## config.mk

```make
export PLATFORM = sky130hd
export DESIGN_NAME = adc_serial_control_readout
export DESIGN_NICKNAME = d
export VERILOG_FILES = /design/src/rtl/adc_serial_pkg.sv /design/src/rtl/pin_sync.sv /design/src/rtl/adc_serial_control_readout.sv
export VERILOG_INCLUDE_DIRS = /design/src /design/src/rtl
export SDC_FILE = /design/constraint.sdc
export NUM_CORES = 1
export LEC_CHECK = 0
export BUFFER_PORTS_ARGS = -buffer_cell sky130_fd_sc_hd__buf_4
export CAP_MARGIN = 20
export CORE_ASPECT_RATIO = 1.75
export CORE_UTILIZATION = 29
export DETAILED_ROUTE_END_ITERATION = 10
export SLEW_MARGIN = 20
export SYNTH_ARGS = -nofsm -noshare
export SYNTH_HDL_FRONTEND = slang
export SYNTH_SLANG_ARGS = --single-unit
export TNS_END_PERCENT = 10
```

## constraint.sdc

```tcl
create_clock -name CORE_CLK_I -period 2.6 [get_ports CORE_CLK_I]
set_input_delay 0.39 -clock CORE_CLK_I [delete_from_list [all_inputs] [get_ports CORE_CLK_I]]
set_output_delay 0.39 -clock CORE_CLK_I [all_outputs]
set_load 0.005 [all_outputs]
```

## src/rtl/adc_serial_cfg.svh

```systemverilog
// timing, field and reset constants of the converter serial control block
`ifndef ADC_SERIAL_CFG_SVH
`define ADC_SERIAL_CFG_SVH

// control byte framing
`define CFG_CTRL_BITS        4'h8
`define CFG_TRACK_FIRST_BIT  4'h5
`define CFG_BITCNT_ONE       4'h1
`define CFG_BITCNT_ZERO      4'h0

// result framing
`define CFG_RESULT_BITS      9'h00C
`define CFG_CNT_ZERO         9'h000
`define CFG_CNT_ONE          9'h001
`define CFG_CODE_MSB         11

// core clock and internal conversion time
`define CFG_CLK_PERIOD_NS    20
`define CFG_INT_CONV_NS      7500
`define CFG_INT_CONV_CYCLES  (9'((`CFG_INT_CONV_NS) / (`CFG_CLK_PERIOD_NS)))

// reset values
`define CFG_STROBE_RESET     1'h1
`define CFG_EXT_MODE_RESET   1'h0
`define CFG_SHREG_RESET      8'h00
`define CFG_START_SHREG      8'h01
`define CFG_OUTSR_RESET      12'h000
// synchronised pins until real samples arrive: deselected, clock low
`define CFG_PIN_RESET        3'h4

`endif

```

## src/rtl/adc_serial_pkg.sv

```systemverilog
// types shared by the converter serial control block
package adc_serial_pkg;

  // control byte as it arrives, start bit in the top position
  typedef struct packed {
    logic start;
    logic channel_sel_bit2;
    logic channel_sel_bit1;
    logic channel_sel_bit0;
    logic unipolar;
    logic single_diff_sel;
    logic power_clock_sel_hi;
    logic power_clock_sel_lo;
  } ctrl_byte_t;

  // serial link pins after synchronising
  typedef struct packed {
    logic cs_b;
    logic sclk;
    logic din;
  } link_pins_t;

  // sequencer states
  typedef enum logic [2:0] {
    S_IDLE,
    S_CTRL,
    S_EXT_CONV,
    S_INT_CONV,
    S_INT_OUT
  } seq_state_t;

endpackage : adc_serial_pkg

```

## src/rtl/pin_sync.sv

```systemverilog
// two flip-flop synchroniser for a group of pin inputs
`timescale 1ns/1ns
module pin_sync #(
  parameter int WIDTH = 3
) (
  // clock and reset
  input  wire logic             clk_i,
  input  wire logic             rst_b_i,
  // pins in, synchronised out
  input  wire logic [WIDTH-1:0] pin_i,
  input  wire logic [WIDTH-1:0] reset_val_i,
  output logic      [WIDTH-1:0] sync_o
);

  logic [WIDTH-1:0] stage1;
  logic [WIDTH-1:0] stage2;
  logic [1:0]       primed;

  // one pair of flops per pin; stage1 feeds only stage2
  genvar g;
  generate
    for (g = 0; g < WIDTH; g++)
    begin : g_bit
      always_ff @(posedge clk_i or negedge rst_b_i)
      begin
        if (!rst_b_i)
        begin
          stage1[g] <= 1'h0;
          stage2[g] <= 1'h0;
        end
        else
        begin
          stage1[g] <= pin_i[g];
          stage2[g] <= stage1[g];
        end
      end
    end
  endgenerate

  // marks when stage2 holds a real sample; flops reset to constants only
  always_ff @(posedge clk_i or negedge rst_b_i)
  begin
    if (!rst_b_i)
      primed <= 2'h0;
    else
      primed <= {primed[0], 1'h1};
  end

  // idle levels stand in until then, so no false select or edge follows reset
  assign sync_o = primed[1] ? stage2 : reset_val_i;

endmodule : pin_sync

```

## src/rtl/adc_serial_control_readout.sv

```systemverilog
// serial control and result readout sequencer of a 12-bit SAR converter
// Operation
// - with chip select low, serial clock rises shift the control byte in, one bit per rise
// - leading zeros after chip select falls are ignored; first one is start bit
// - control byte begins with one; lowest two bits both one mean external clock
// - result spans two bytes: one leading zero, twelve bits, three trailing zeros
// - unipolar results are straight binary, bipolar results two's complement
// - output data changes on serial clock falls, most significant bit first
// - host serial clock shifts data in both clock modes
// - input is tracked while the last three control bits shift in
// - lowest two control bits pick the conversion clock mode
// - single-ended when select bit is one, differential pairs when zero
// - external clock mode steps the approximation on the serial clock
// - external mode strobe is high one serial clock period after control byte
// - external mode presents one decision on each of the next 12 falls
// - external mode floats strobe and data while chip select high
// - conversion begins on the serial clock fall after the eighth control bit
// - internal mode strobe drops at conversion start, rises when done
// - lowest two control bits also choose full or fast power-down
`timescale 1ns/1ns
`include "adc_serial_cfg.svh"
module adc_serial_control_readout
  import adc_serial_pkg::*;
(
  // clock and reset
  input  wire logic        CORE_CLK_I,
  input  wire logic        RST_B_I,
  // serial link pins from the host
  input  wire logic        CS_B_I,
  input  wire logic        SCLK_I,
  input  wire logic        DIN_I,
  // code of the selected input from the analog front end, offset binary
  input  wire logic [11:0] ANALOG_CODE_I,
  // serial link outputs with enables
  output logic             DOUT_O,
  output logic             DOUT_OE_O,
  output logic             CONVERSION_STROBE_OUT_O,
  output logic             CONVERSION_STROBE_OUT_OE_O,
  // analog front end control
  output logic             TRACK_O,
  output logic [2:0]       CHANNEL_SEL_O,
  output logic             SINGLE_DIFF_SEL_O,
  output logic             UNIPOLAR_O,
  // mode and power status
  output logic             EXT_CLOCK_MODE_O,
  output logic             CONVERTING_O,
  output logic             FULL_POWER_DOWN_O,
  output logic             FAST_POWER_DOWN_O
);

  link_pins_t pins_s;
  logic       sclk_d;
  logic       sclk_rise;
  logic       sclk_fall;

  // pins are asynchronous to the core clock
  pin_sync #(
    .WIDTH (3)
  ) u_pin_sync (
    .clk_i       (CORE_CLK_I),
    .rst_b_i     (RST_B_I),
    .pin_i       ({CS_B_I, SCLK_I, DIN_I}),
    .reset_val_i (`CFG_PIN_RESET),
    .sync_o      (pins_s)
  );

  // edge finder on the synchronised serial clock
  always_ff @(posedge CORE_CLK_I or negedge RST_B_I)
  begin
    if (!RST_B_I)
      sclk_d <= 1'h0;
    else
      sclk_d <= pins_s.sclk;
  end

  assign sclk_rise = pins_s.sclk & ~sclk_d;
  assign sclk_fall = ~pins_s.sclk & sclk_d;

  seq_state_t state, next_state;
  logic [3:0]  bitcnt, next_bitcnt;
  logic [7:0]  shreg, next_shreg;
  ctrl_byte_t  ctrl, next_ctrl;
  logic        ext_mode, next_ext_mode;
  logic [11:0] outsr, next_outsr;
  logic [8:0]  cnt, next_cnt;
  logic        strobe, next_strobe;
  logic        dout, next_dout;
  logic        pd_req, next_pd_req;
  logic        start_seen;
  logic [11:0] coded;

  // start bit: first one clocked in with chip select low
  assign start_seen = ~pins_s.cs_b & sclk_rise & pins_s.din;
  // bipolar flips the msb: offset binary becomes two's complement
  assign coded = ctrl.unipolar ? ANALOG_CODE_I :
                 {~ANALOG_CODE_I[`CFG_CODE_MSB], ANALOG_CODE_I[`CFG_CODE_MSB-1:0]};

  // sequencer next state
  always_comb
  begin
    next_state    = state;
    next_bitcnt   = bitcnt;
    next_shreg    = shreg;
    next_ctrl     = ctrl;
    next_ext_mode = ext_mode;
    next_outsr    = outsr;
    next_cnt      = cnt;
    next_strobe   = strobe;
    next_dout     = dout;
    next_pd_req   = pd_req;
    case (state)
      S_IDLE, S_INT_OUT:
      begin
        // internal mode result drains on falls, zeros follow
        if (state == S_INT_OUT && sclk_fall && !pins_s.cs_b)
        begin
          next_dout  = outsr[`CFG_CODE_MSB];
          next_outsr = {outsr[`CFG_CODE_MSB-1:0], 1'h0};
        end
        // extern mode strobe is driven low once chip select falls
        if (ext_mode && !pins_s.cs_b)
          next_strobe = 1'h0;
        if (start_seen)
        begin
          next_state  = S_CTRL;
          next_shreg  = `CFG_START_SHREG;
          next_bitcnt = `CFG_BITCNT_ONE;
          next_pd_req = 1'h0; // start bit wakes the converter
        end
      end
      S_CTRL:
      begin
        if (pins_s.cs_b)
          next_state = S_IDLE;
        else if (sclk_rise && bitcnt < `CFG_CTRL_BITS)
        begin
          next_shreg  = {shreg[6:0], pins_s.din};
          next_bitcnt = bitcnt + `CFG_BITCNT_ONE;
        end
        else if (sclk_fall && bitcnt == `CFG_CTRL_BITS)
        begin
          // conversion starts on this fall; mode bits decide the clock
          next_ctrl   = ctrl_byte_t'(shreg);
          next_bitcnt = `CFG_BITCNT_ZERO;
          next_cnt    = `CFG_CNT_ZERO;
          next_pd_req = ~shreg[1];
          // power-down codes keep the last clock mode
          if (shreg[1])
            next_ext_mode = shreg[0];
          if (shreg[1] ? shreg[0] : ext_mode)
          begin
            next_state  = S_EXT_CONV;
            next_strobe = 1'h1;
            next_dout   = 1'h0;
          end
          else
          begin
            next_state  = S_INT_CONV;
            next_strobe = 1'h0;
            next_cnt    = `CFG_INT_CONV_CYCLES;
          end
        end
      end
      S_EXT_CONV:
      begin
        if (pins_s.cs_b)
        begin
          next_state  = S_IDLE;
          next_strobe = 1'h0;
        end
        else if (sclk_fall)
        begin
          next_strobe = 1'h0;
          if (cnt == `CFG_CNT_ZERO)
            next_outsr = coded;
          if (cnt < `CFG_RESULT_BITS)
          begin
            // one decision per serial clock, msb first
            next_dout  = (cnt == `CFG_CNT_ZERO) ? coded[`CFG_CODE_MSB]
                                                 : outsr[`CFG_CODE_MSB-1];
            next_outsr = (cnt == `CFG_CNT_ZERO) ? coded
                                                 : {outsr[`CFG_CODE_MSB-1:0], 1'h0};
            next_cnt   = cnt + `CFG_CNT_ONE;
          end
          else
          begin
            next_dout  = 1'h0;
            next_state = S_IDLE;
          end
        end
      end
      S_INT_CONV:
      begin
        // chip select high does not disturb a running internal conversion
        if (cnt == `CFG_CNT_ONE)
        begin
          next_state  = S_INT_OUT;
          next_strobe = 1'h1;
          next_outsr  = coded;
          next_dout   = 1'h0;
        end
        next_cnt = cnt - `CFG_CNT_ONE;
      end
      default:
        next_state = S_IDLE;
    endcase
  end

  // sequencer registers; power-up is internal mode with strobe high
  always_ff @(posedge CORE_CLK_I or negedge RST_B_I)
  begin
    if (!RST_B_I)
    begin
      state    <= S_IDLE;
      bitcnt   <= `CFG_BITCNT_ZERO;
      shreg    <= `CFG_SHREG_RESET;
      ctrl     <= ctrl_byte_t'(`CFG_SHREG_RESET);
      ext_mode <= `CFG_EXT_MODE_RESET;
      outsr    <= `CFG_OUTSR_RESET;
      cnt      <= `CFG_CNT_ZERO;
      strobe   <= `CFG_STROBE_RESET;
      dout     <= 1'h0;
      pd_req   <= 1'h0;
    end
    else
    begin
      state    <= next_state;
      bitcnt   <= next_bitcnt;
      shreg    <= next_shreg;
      ctrl     <= next_ctrl;
      ext_mode <= next_ext_mode;
      outsr    <= next_outsr;
      cnt      <= next_cnt;
      strobe   <= next_strobe;
      dout     <= next_dout;
      pd_req   <= next_pd_req;
    end
  end

  // pin drivers and front end controls
  assign DOUT_O                     = dout;
  assign DOUT_OE_O                  = ~pins_s.cs_b;
  assign CONVERSION_STROBE_OUT_O    = strobe;
  assign CONVERSION_STROBE_OUT_OE_O = ~ext_mode | ~pins_s.cs_b;
  assign TRACK_O = (state == S_CTRL) && (bitcnt >= `CFG_TRACK_FIRST_BIT)
                   && (bitcnt < `CFG_CTRL_BITS);
  assign CHANNEL_SEL_O     = {ctrl.channel_sel_bit2, ctrl.channel_sel_bit1,
                              ctrl.channel_sel_bit0};
  assign SINGLE_DIFF_SEL_O = ctrl.single_diff_sel;
  assign UNIPOLAR_O        = ctrl.unipolar;
  assign EXT_CLOCK_MODE_O  = ext_mode;
  assign CONVERTING_O      = (state == S_EXT_CONV) || (state == S_INT_CONV);
  // power-down only after the conversion finishes
  assign FULL_POWER_DOWN_O = pd_req & ~CONVERTING_O & ~ctrl.power_clock_sel_lo;
  assign FAST_POWER_DOWN_O = pd_req & ~CONVERTING_O & ctrl.power_clock_sel_lo;
endmodule : adc_serial_control_readout

```

==> qor.yml, run 1 <==
status: "complete, no violations"
ys_types: 60
initial_core_util: 0.298
power_frac_seq: 0.425
dr.pass1.iters: 4
async_flop_share: 1.00
grt_pass1_wl_um: 11200
slew_violations: 0
tns_ps: 0
hold_slack_ps: 116
layout.nets: 348
synth_warnings: 0
min_period_ps: 2200
crit_path_top_delay_cell: "dfrtp_1"
cp-end-kind: "output port"
ir_worst_vdd_uv: 462
antenna_left: 0
power.density_nw_per_um2: 750
crit_path_start_kind: "register"
core_area_sq_um: 9910
cts_root_buf: "clkbuf_16"
synth_enable_flop_cells: 0
drive_above_1_share: 0.231
dr_total_vias: 2281
critPathTopFamily: "flip-flops"
min_path_type: "in -> async"
rr_worst_depth: 5
power.leakage_nw: 1.51
cts_buffers: 5
multi_input_area_sq_um: 1460
fin_cells: 450
syn_nets: 318
cts_tree: "yes"
hold_viol: 0
ys_ff_latch: 54
seq_area_frac_synth: 0.458
wl_per_cell_um: 15.1
clock_latency_ps: 300
placedCellCount: 442
skew_ps: 6.69
slew_headroom: 0.537
globalRouteTotalUtil: 0.137
detail_route.drc_violations: 0
cpPeakStageDelay_ps: 640
cts_sinks: 54
cts_resized: 0
ys.flop_type: "dfrtp_1"
crit_buf_inv: 2
setup_viol: 0
grt_pass1_vias: 2302
critical_path_required_ps: 2210
die_area_sq_um: 10600
rsz0062_at_grt: "false"
port_buffers: 30
fillers: 1029
worst-path-stages: 5
p_int_w: 0.00169
die_h_um: 136
timing_worst_setup_path_type: "reg -> out"
routed_via_density: 5.07
syn_inst: 294
maxCapViolCount: 0
h-tree-depth: 2
hpwl_um: 5050
overflow: 0
critPathMaxFanout: 14
power_frac_clock: 0.267
cts_buffer_depth: 2
hold_buffers: 0
avgSynthCellArea_sq_um: 10.1
antenna_found_initial: 0
die_w_um: 78.3
syn-cell-area_sq_um: 2960
seq_area_sq_um: 1350
worst_slew_pin_slew_ps: 694
fmax_mhz: 454
worstPathArrival_ps: 1810
num_antenna_cells: 0
switching_share: 0.352
cts_setup_buffers: 0
p_comb_frac: 0.308
ios: 31
path_cells: "inv_1 > nor3_2 > nand2_1 > nor3_1 > buf_4"
grt_start_max_net_pins: 55
path_clk_slew_ps: 70
area_growth_pct: 17.3
wirelength_um: 6780
min_period_over_period: 0.848
p_switching_w: 0.000915
drt_iter0_drc: 105
place.gp.congestion: 0.893
rows: 48
[registers in the layout, indices dropped and copies added, names as in the netlist, 2 cells and up]
signal	count
state	3
cnt	9
bitcnt	4
u_pin_sync.stage2	3
shreg	7
u_pin_sync.stage1	3
CHANNEL_SEL_O	3
outsr	12
u_pin_sync.primed	2
[metrics by stage]
| step | cell area [sq um] | util | setup WS (ps) | power [W] |
|---|---|---|---|---|
| after floorplan | 2960 | - | 497 | 0.00166 |
| after global placement | 3310 | 0.334 | 400 | 0.00189 |
| after detailed placement | 3310 | 0.334 | 423 | 0.00192 |
| after CTS | 3470 | 0.350 | 365 | 0.00262 |
| after global routing | 3470 | 0.350 | 245 | 0.00276 |
| final | 3470 | 0.350 | 396 | 0.00260 |
[routing by layer]
layer / wire length (um) / global-route usage
met5: 0 / 0
met4: 265 / 0.0833
met3: 209 / 0.0189
met2: 3610 / 0.250
met1: 2690 / 0.148
[synthesized netlist by cell type, drive strengths merged (2+ instances only)]
cell type,instances,area (sq um)
or3b,2,17.5
xnor2,2,17.5
nand3,8,40.0
dfrtp,53,1330
a41oi,2,17.5
xor2,2,17.5
nor2,21,86.3
nor4,5,31.3
o41ai,2,36.3
buf,12,75.1
mux2i,4,40.0
a211oi,2,15.0
or3,2,17.5
a31oi,3,18.8
o31ai,3,22.5
mux2,32,360
o211ai,2,15.0
inv,12,45.0
nand4,2,12.5
o21ai,25,125
nand3b,2,15.0
clkbuf,4,15.0
a21oi,14,70.1
a211o,2,17.5
o311ai,2,17.5
nor3,10,65.1
nor2b,6,37.5
nand2,29,109
nand2b,4,25.0
ha,7,87.6
[layout make-up]
type,instances,area share
Multi-Input combinational cell,211,0.422
Inverter,13,0.0144
Sequential cell,54,0.390
Clock inverter,1,0.00253
Clock buffer,7,0.0412
Tap cell,125,0.0451
Timing Repair Buffer,39,0.0845
[cell families after synthesis]
logic type	share of synthesized area
buffers and inverters	0.0474
DFF	0.458
xor gates and xnor gates	0.0119
other	0.00127
adders and majority gates	0.0296
and+or+nand+nor	0.166
AOI/OAI and AO/OA	0.151
muxes	0.135
[power by group through the flow]
| stage | registers, W | clock network (W) | logic, W |
|---|---|---|---|
| after floorplan | 0.00104 | 0 | 0.000613 |
| after global placement | 0.00111 | 0 | 0.000781 |
| after detailed placement | 0.00112 | 0 | 0.000798 |
| after CTS | 0.00111 | 0.000714 | 0.000804 |
| after global routing | 0.00113 | 0.000737 | 0.000899 |
| final | 0.00111 | 0.000694 | 0.000801 |
[path summary, 6_finish.rpt]
kind	start	end	slack, ps
worst max-delay path	state[0]$_DFFE_PN0P_	TRACK_O	400
worst min-delay path	RST_B_I	cnt[2]$_DFFE_PN0P_	120
worst max register to register	cnt[3]$_DFFE_PN0P_	outsr[10]$_DFFE_PN0P_	400
worst min register to register	u_pin_sync.stage1[2]$_DFF_PN0_	u_pin_sync.stage2[2]$_DFF_PN0_	350
max in group asynchronous	RST_B_I	outsr[11]$_DFFE_PN0P_	2000
min in group CORE_CLK_I	SCLK_I	u_pin_sync.stage1[1]$_DFF_PN0_	200
[placed cells by master (no fill, tap or decap), types with 6 or more instances in the layout]
cell type and instances:
ha_1 7, a21oi_1 14, dfrtp_1 53, mux2_2 17, nand3_1 8, buf_4 39, nor2b_1 6, nand2_1 29
o21ai_0 22, nor3_1 7, mux2_1 15, inv_1 11, nor2_1 20
(Power assumes the default switching activity.)
==> inputs of run 2 (changes only) <==
==> constraint.sdc (replaced) <==
create_clock -name CORE_CLK_I -period 1.8 [get_ports CORE_CLK_I]
set_input_delay 0.27 -clock CORE_CLK_I [delete_from_list [all_inputs] [get_ports CORE_CLK_I]]
set_output_delay 0.27 -clock CORE_CLK_I [all_outputs]
set_load 0.005 [all_outputs]
==> qor.yml, run 2 (synthesis results as in run 1) <==
status: "finished, violations left"
violations: "negative setup slack"
routed_via_density: 4.98
rows: 48
dr.pass1.iters: 4
regMostFlops: "outsr"
rr_worst_depth: 5
place.gp.congestion: 0.894
timing_worst_setup_path_type: "reg -> reg"
min_period_over_period: 1.14
hold_viol: 0
port_buffers: 30
min_path_type: "in -> async"
power_frac_clock: 0.232
setup_viol: 18
cts_setup_buffers: 0
cts_buffer_depth: 2
skew_ps: 8.84
cts_buffers: 5
wirelength_um: 7840
grt_start_max_net_pins: 55
p_int_w: 0.00280
power.leakage_nw: 1.86
maxCapViolCount: 0
path_clk_slew_ps: 70
biggestRegsByFlops: "outsr (12), cnt (9), shreg (7)"
power.density_nw_per_um2: 1080
timing.critical_path.from: "cnt[3]$_DFFE_PN0P_"
fin_cells: 505
fin_util: 0.409
grt_pass1_vias: 2655
die_area_sq_um: 10600
cts_root_buf: "clkbuf_16"
detail_route.drc_violations: 0
cp-end-kind: "register"
globalRouteTotalUtil: 0.159
fillers: 976
drive_above_1_share: 0.413
ios: 31
clock_latency_ps: 300
placedCellCount: 498
setup_ws_ps: -248
power_frac_seq: 0.345
ir_worst_vdd_uv: 631
h-tree-depth: 2
cts_sinks: 54
slew_violations: 0
wl_per_cell_um: 15.5
area_growth_pct: 37.1
cts_tree: "yes"
crit_path_start_kind: "register"
antenna_found_initial: 0
p_switching_w: 0.00156
switching_share: 0.357
worst_slew_pin_slew_ps: 701
layout.nets: 403
die_h_um: 136
min_period_ps: 2050
antenna_left: 0
drt_iter0_drc: 164
worstPathArrival_ps: 2230
grt_pass1_wl_um: 12800
overflow: 0
die_w_um: 78.3
critPathMaxFanout: 13
slew_headroom: 0.532
final_cell_mix: "89 x buf_4, 51 x dfrtp_1, 27 x nand2_1"
core_area_sq_um: 9910
num_antenna_cells: 0
worst-r2r-setup-slack_ps: -250
initial_core_util: 0.298
r2r-end: "outsr[3]$_DFFE_PN0P_"
reg2reg_from: "cnt[3]$_DFFE_PN0P_"
p_comb_frac: 0.424
rsz0062_at_grt: "true"
critical_path_required_ps: 1990
hpwl_um: 5920
largest_reg_flops: 12
final_common_cell: "buf_4"
dr_total_vias: 2516
fmax_mhz: 488
timing.critical_path.to: "outsr[3]$_DFFE_PN0P_"
-- run 2: cell count changes in the layout (fill, tap and decap cells not counted), sizes merged --
| cell | change |
|---|---|
| clkbuf | -2 |
| clkinv | +1 |
| inv | +1 |
| buf | +55 |
-- run 2: per-stage QoR --
stage	setup WS, ps	setup TNS, ps	hold slack, ps	area (sq um)	total power (W)
floorplan	-303	-2670	-25.6	2960	0.00239
detailed placement	-258	-4980	335	3770	0.00319
finish	-248	-2740	19.1	4050	0.00436
global route	-302	-4450	62.7	4050	0.00465
CTS	-252	-2810	40.6	4010	0.00432
global placement	-278	-4950	332	3770	0.00315
-- run 2: critical path, cell delays in order, from the launching register on --
cell and delay, ps:
dfrtp_1 390, a211o_1 360, o41ai_4 390, buf_12 190, mux2_1 330, mux2_4 270
-- run 2: what timing repair did --
action	4_1_cts	5_1_grt
cloned	0	0
gates resized for setup	27	11
pin swaps	3	2
hold buffers	0	0
endpoints found under the setup margin	31	30
-- run 2: per-layer routing --
metal	global-route usage	wire length, um	vias to the layer above	part of all wire
li1	-	-	1210	-
met1	0.174	3040	1224	0.39
met2	0.285	4280	59	0.55
met3	0.0229	207	23	0.026
met4	0.0998	314	0	0.040
met5	0	0	-	0
-- run 2: worst min path at each step --
| stage | depth (start not counted) | slack, ps | from | endpoint |
|---|---|---|---|---|
| 2_1_floorplan | 0 | -30 | RST_B_I | CHANNEL_SEL_O[0]$_DFFE_PN0P_ |
| 3_3_place_gp | 0 | 330 | u_pin_sync.primed[0]$_DFF_PN0_ | u_pin_sync.primed[1]$_DFF_PN0_ |
| 3_5_place_dp | 0 | 330 | u_pin_sync.primed[0]$_DFF_PN0_ | u_pin_sync.primed[1]$_DFF_PN0_ |
| 4_1_cts | 1 | 40 | RST_B_I | bitcnt[1]$_DFFE_PN0P_ |
| 5_1_grt | 1 | 60 | CS_B_I | u_pin_sync.stage1[2]$_DFF_PN0_ |
| 6_report | 1 | 20 | RST_B_I | bitcnt[1]$_DFFE_PN0P_ |
-- run 2: cell type report --
class | instances | area [sq um] | area share
multi-input cells | 211 | 1590 | 0.392
flip-flops and latches | 54 | 1360 | 0.334
repair buffers | 94 | 751 | 0.185
well taps | 125 | 156 | 0.0386
clock buffers | 5 | 125 | 0.0309
inverters | 13 | 50.0 | 0.0124
clock inverters | 3 | 26.3 | 0.00649
-- run 2: power groups by stage --
stage	Combinational [W]	Clock [W]	Sequential (W)
6_report	0.00184	0.00101	0.00150
4_1_cts	0.00177	0.00105	0.00150
3_3_place_gp	0.00164	0	0.00151
5_1_grt	0.00202	0.00110	0.00153
2_1_floorplan	0.000886	0	0.00151
3_5_place_dp	0.00168	0	0.00151
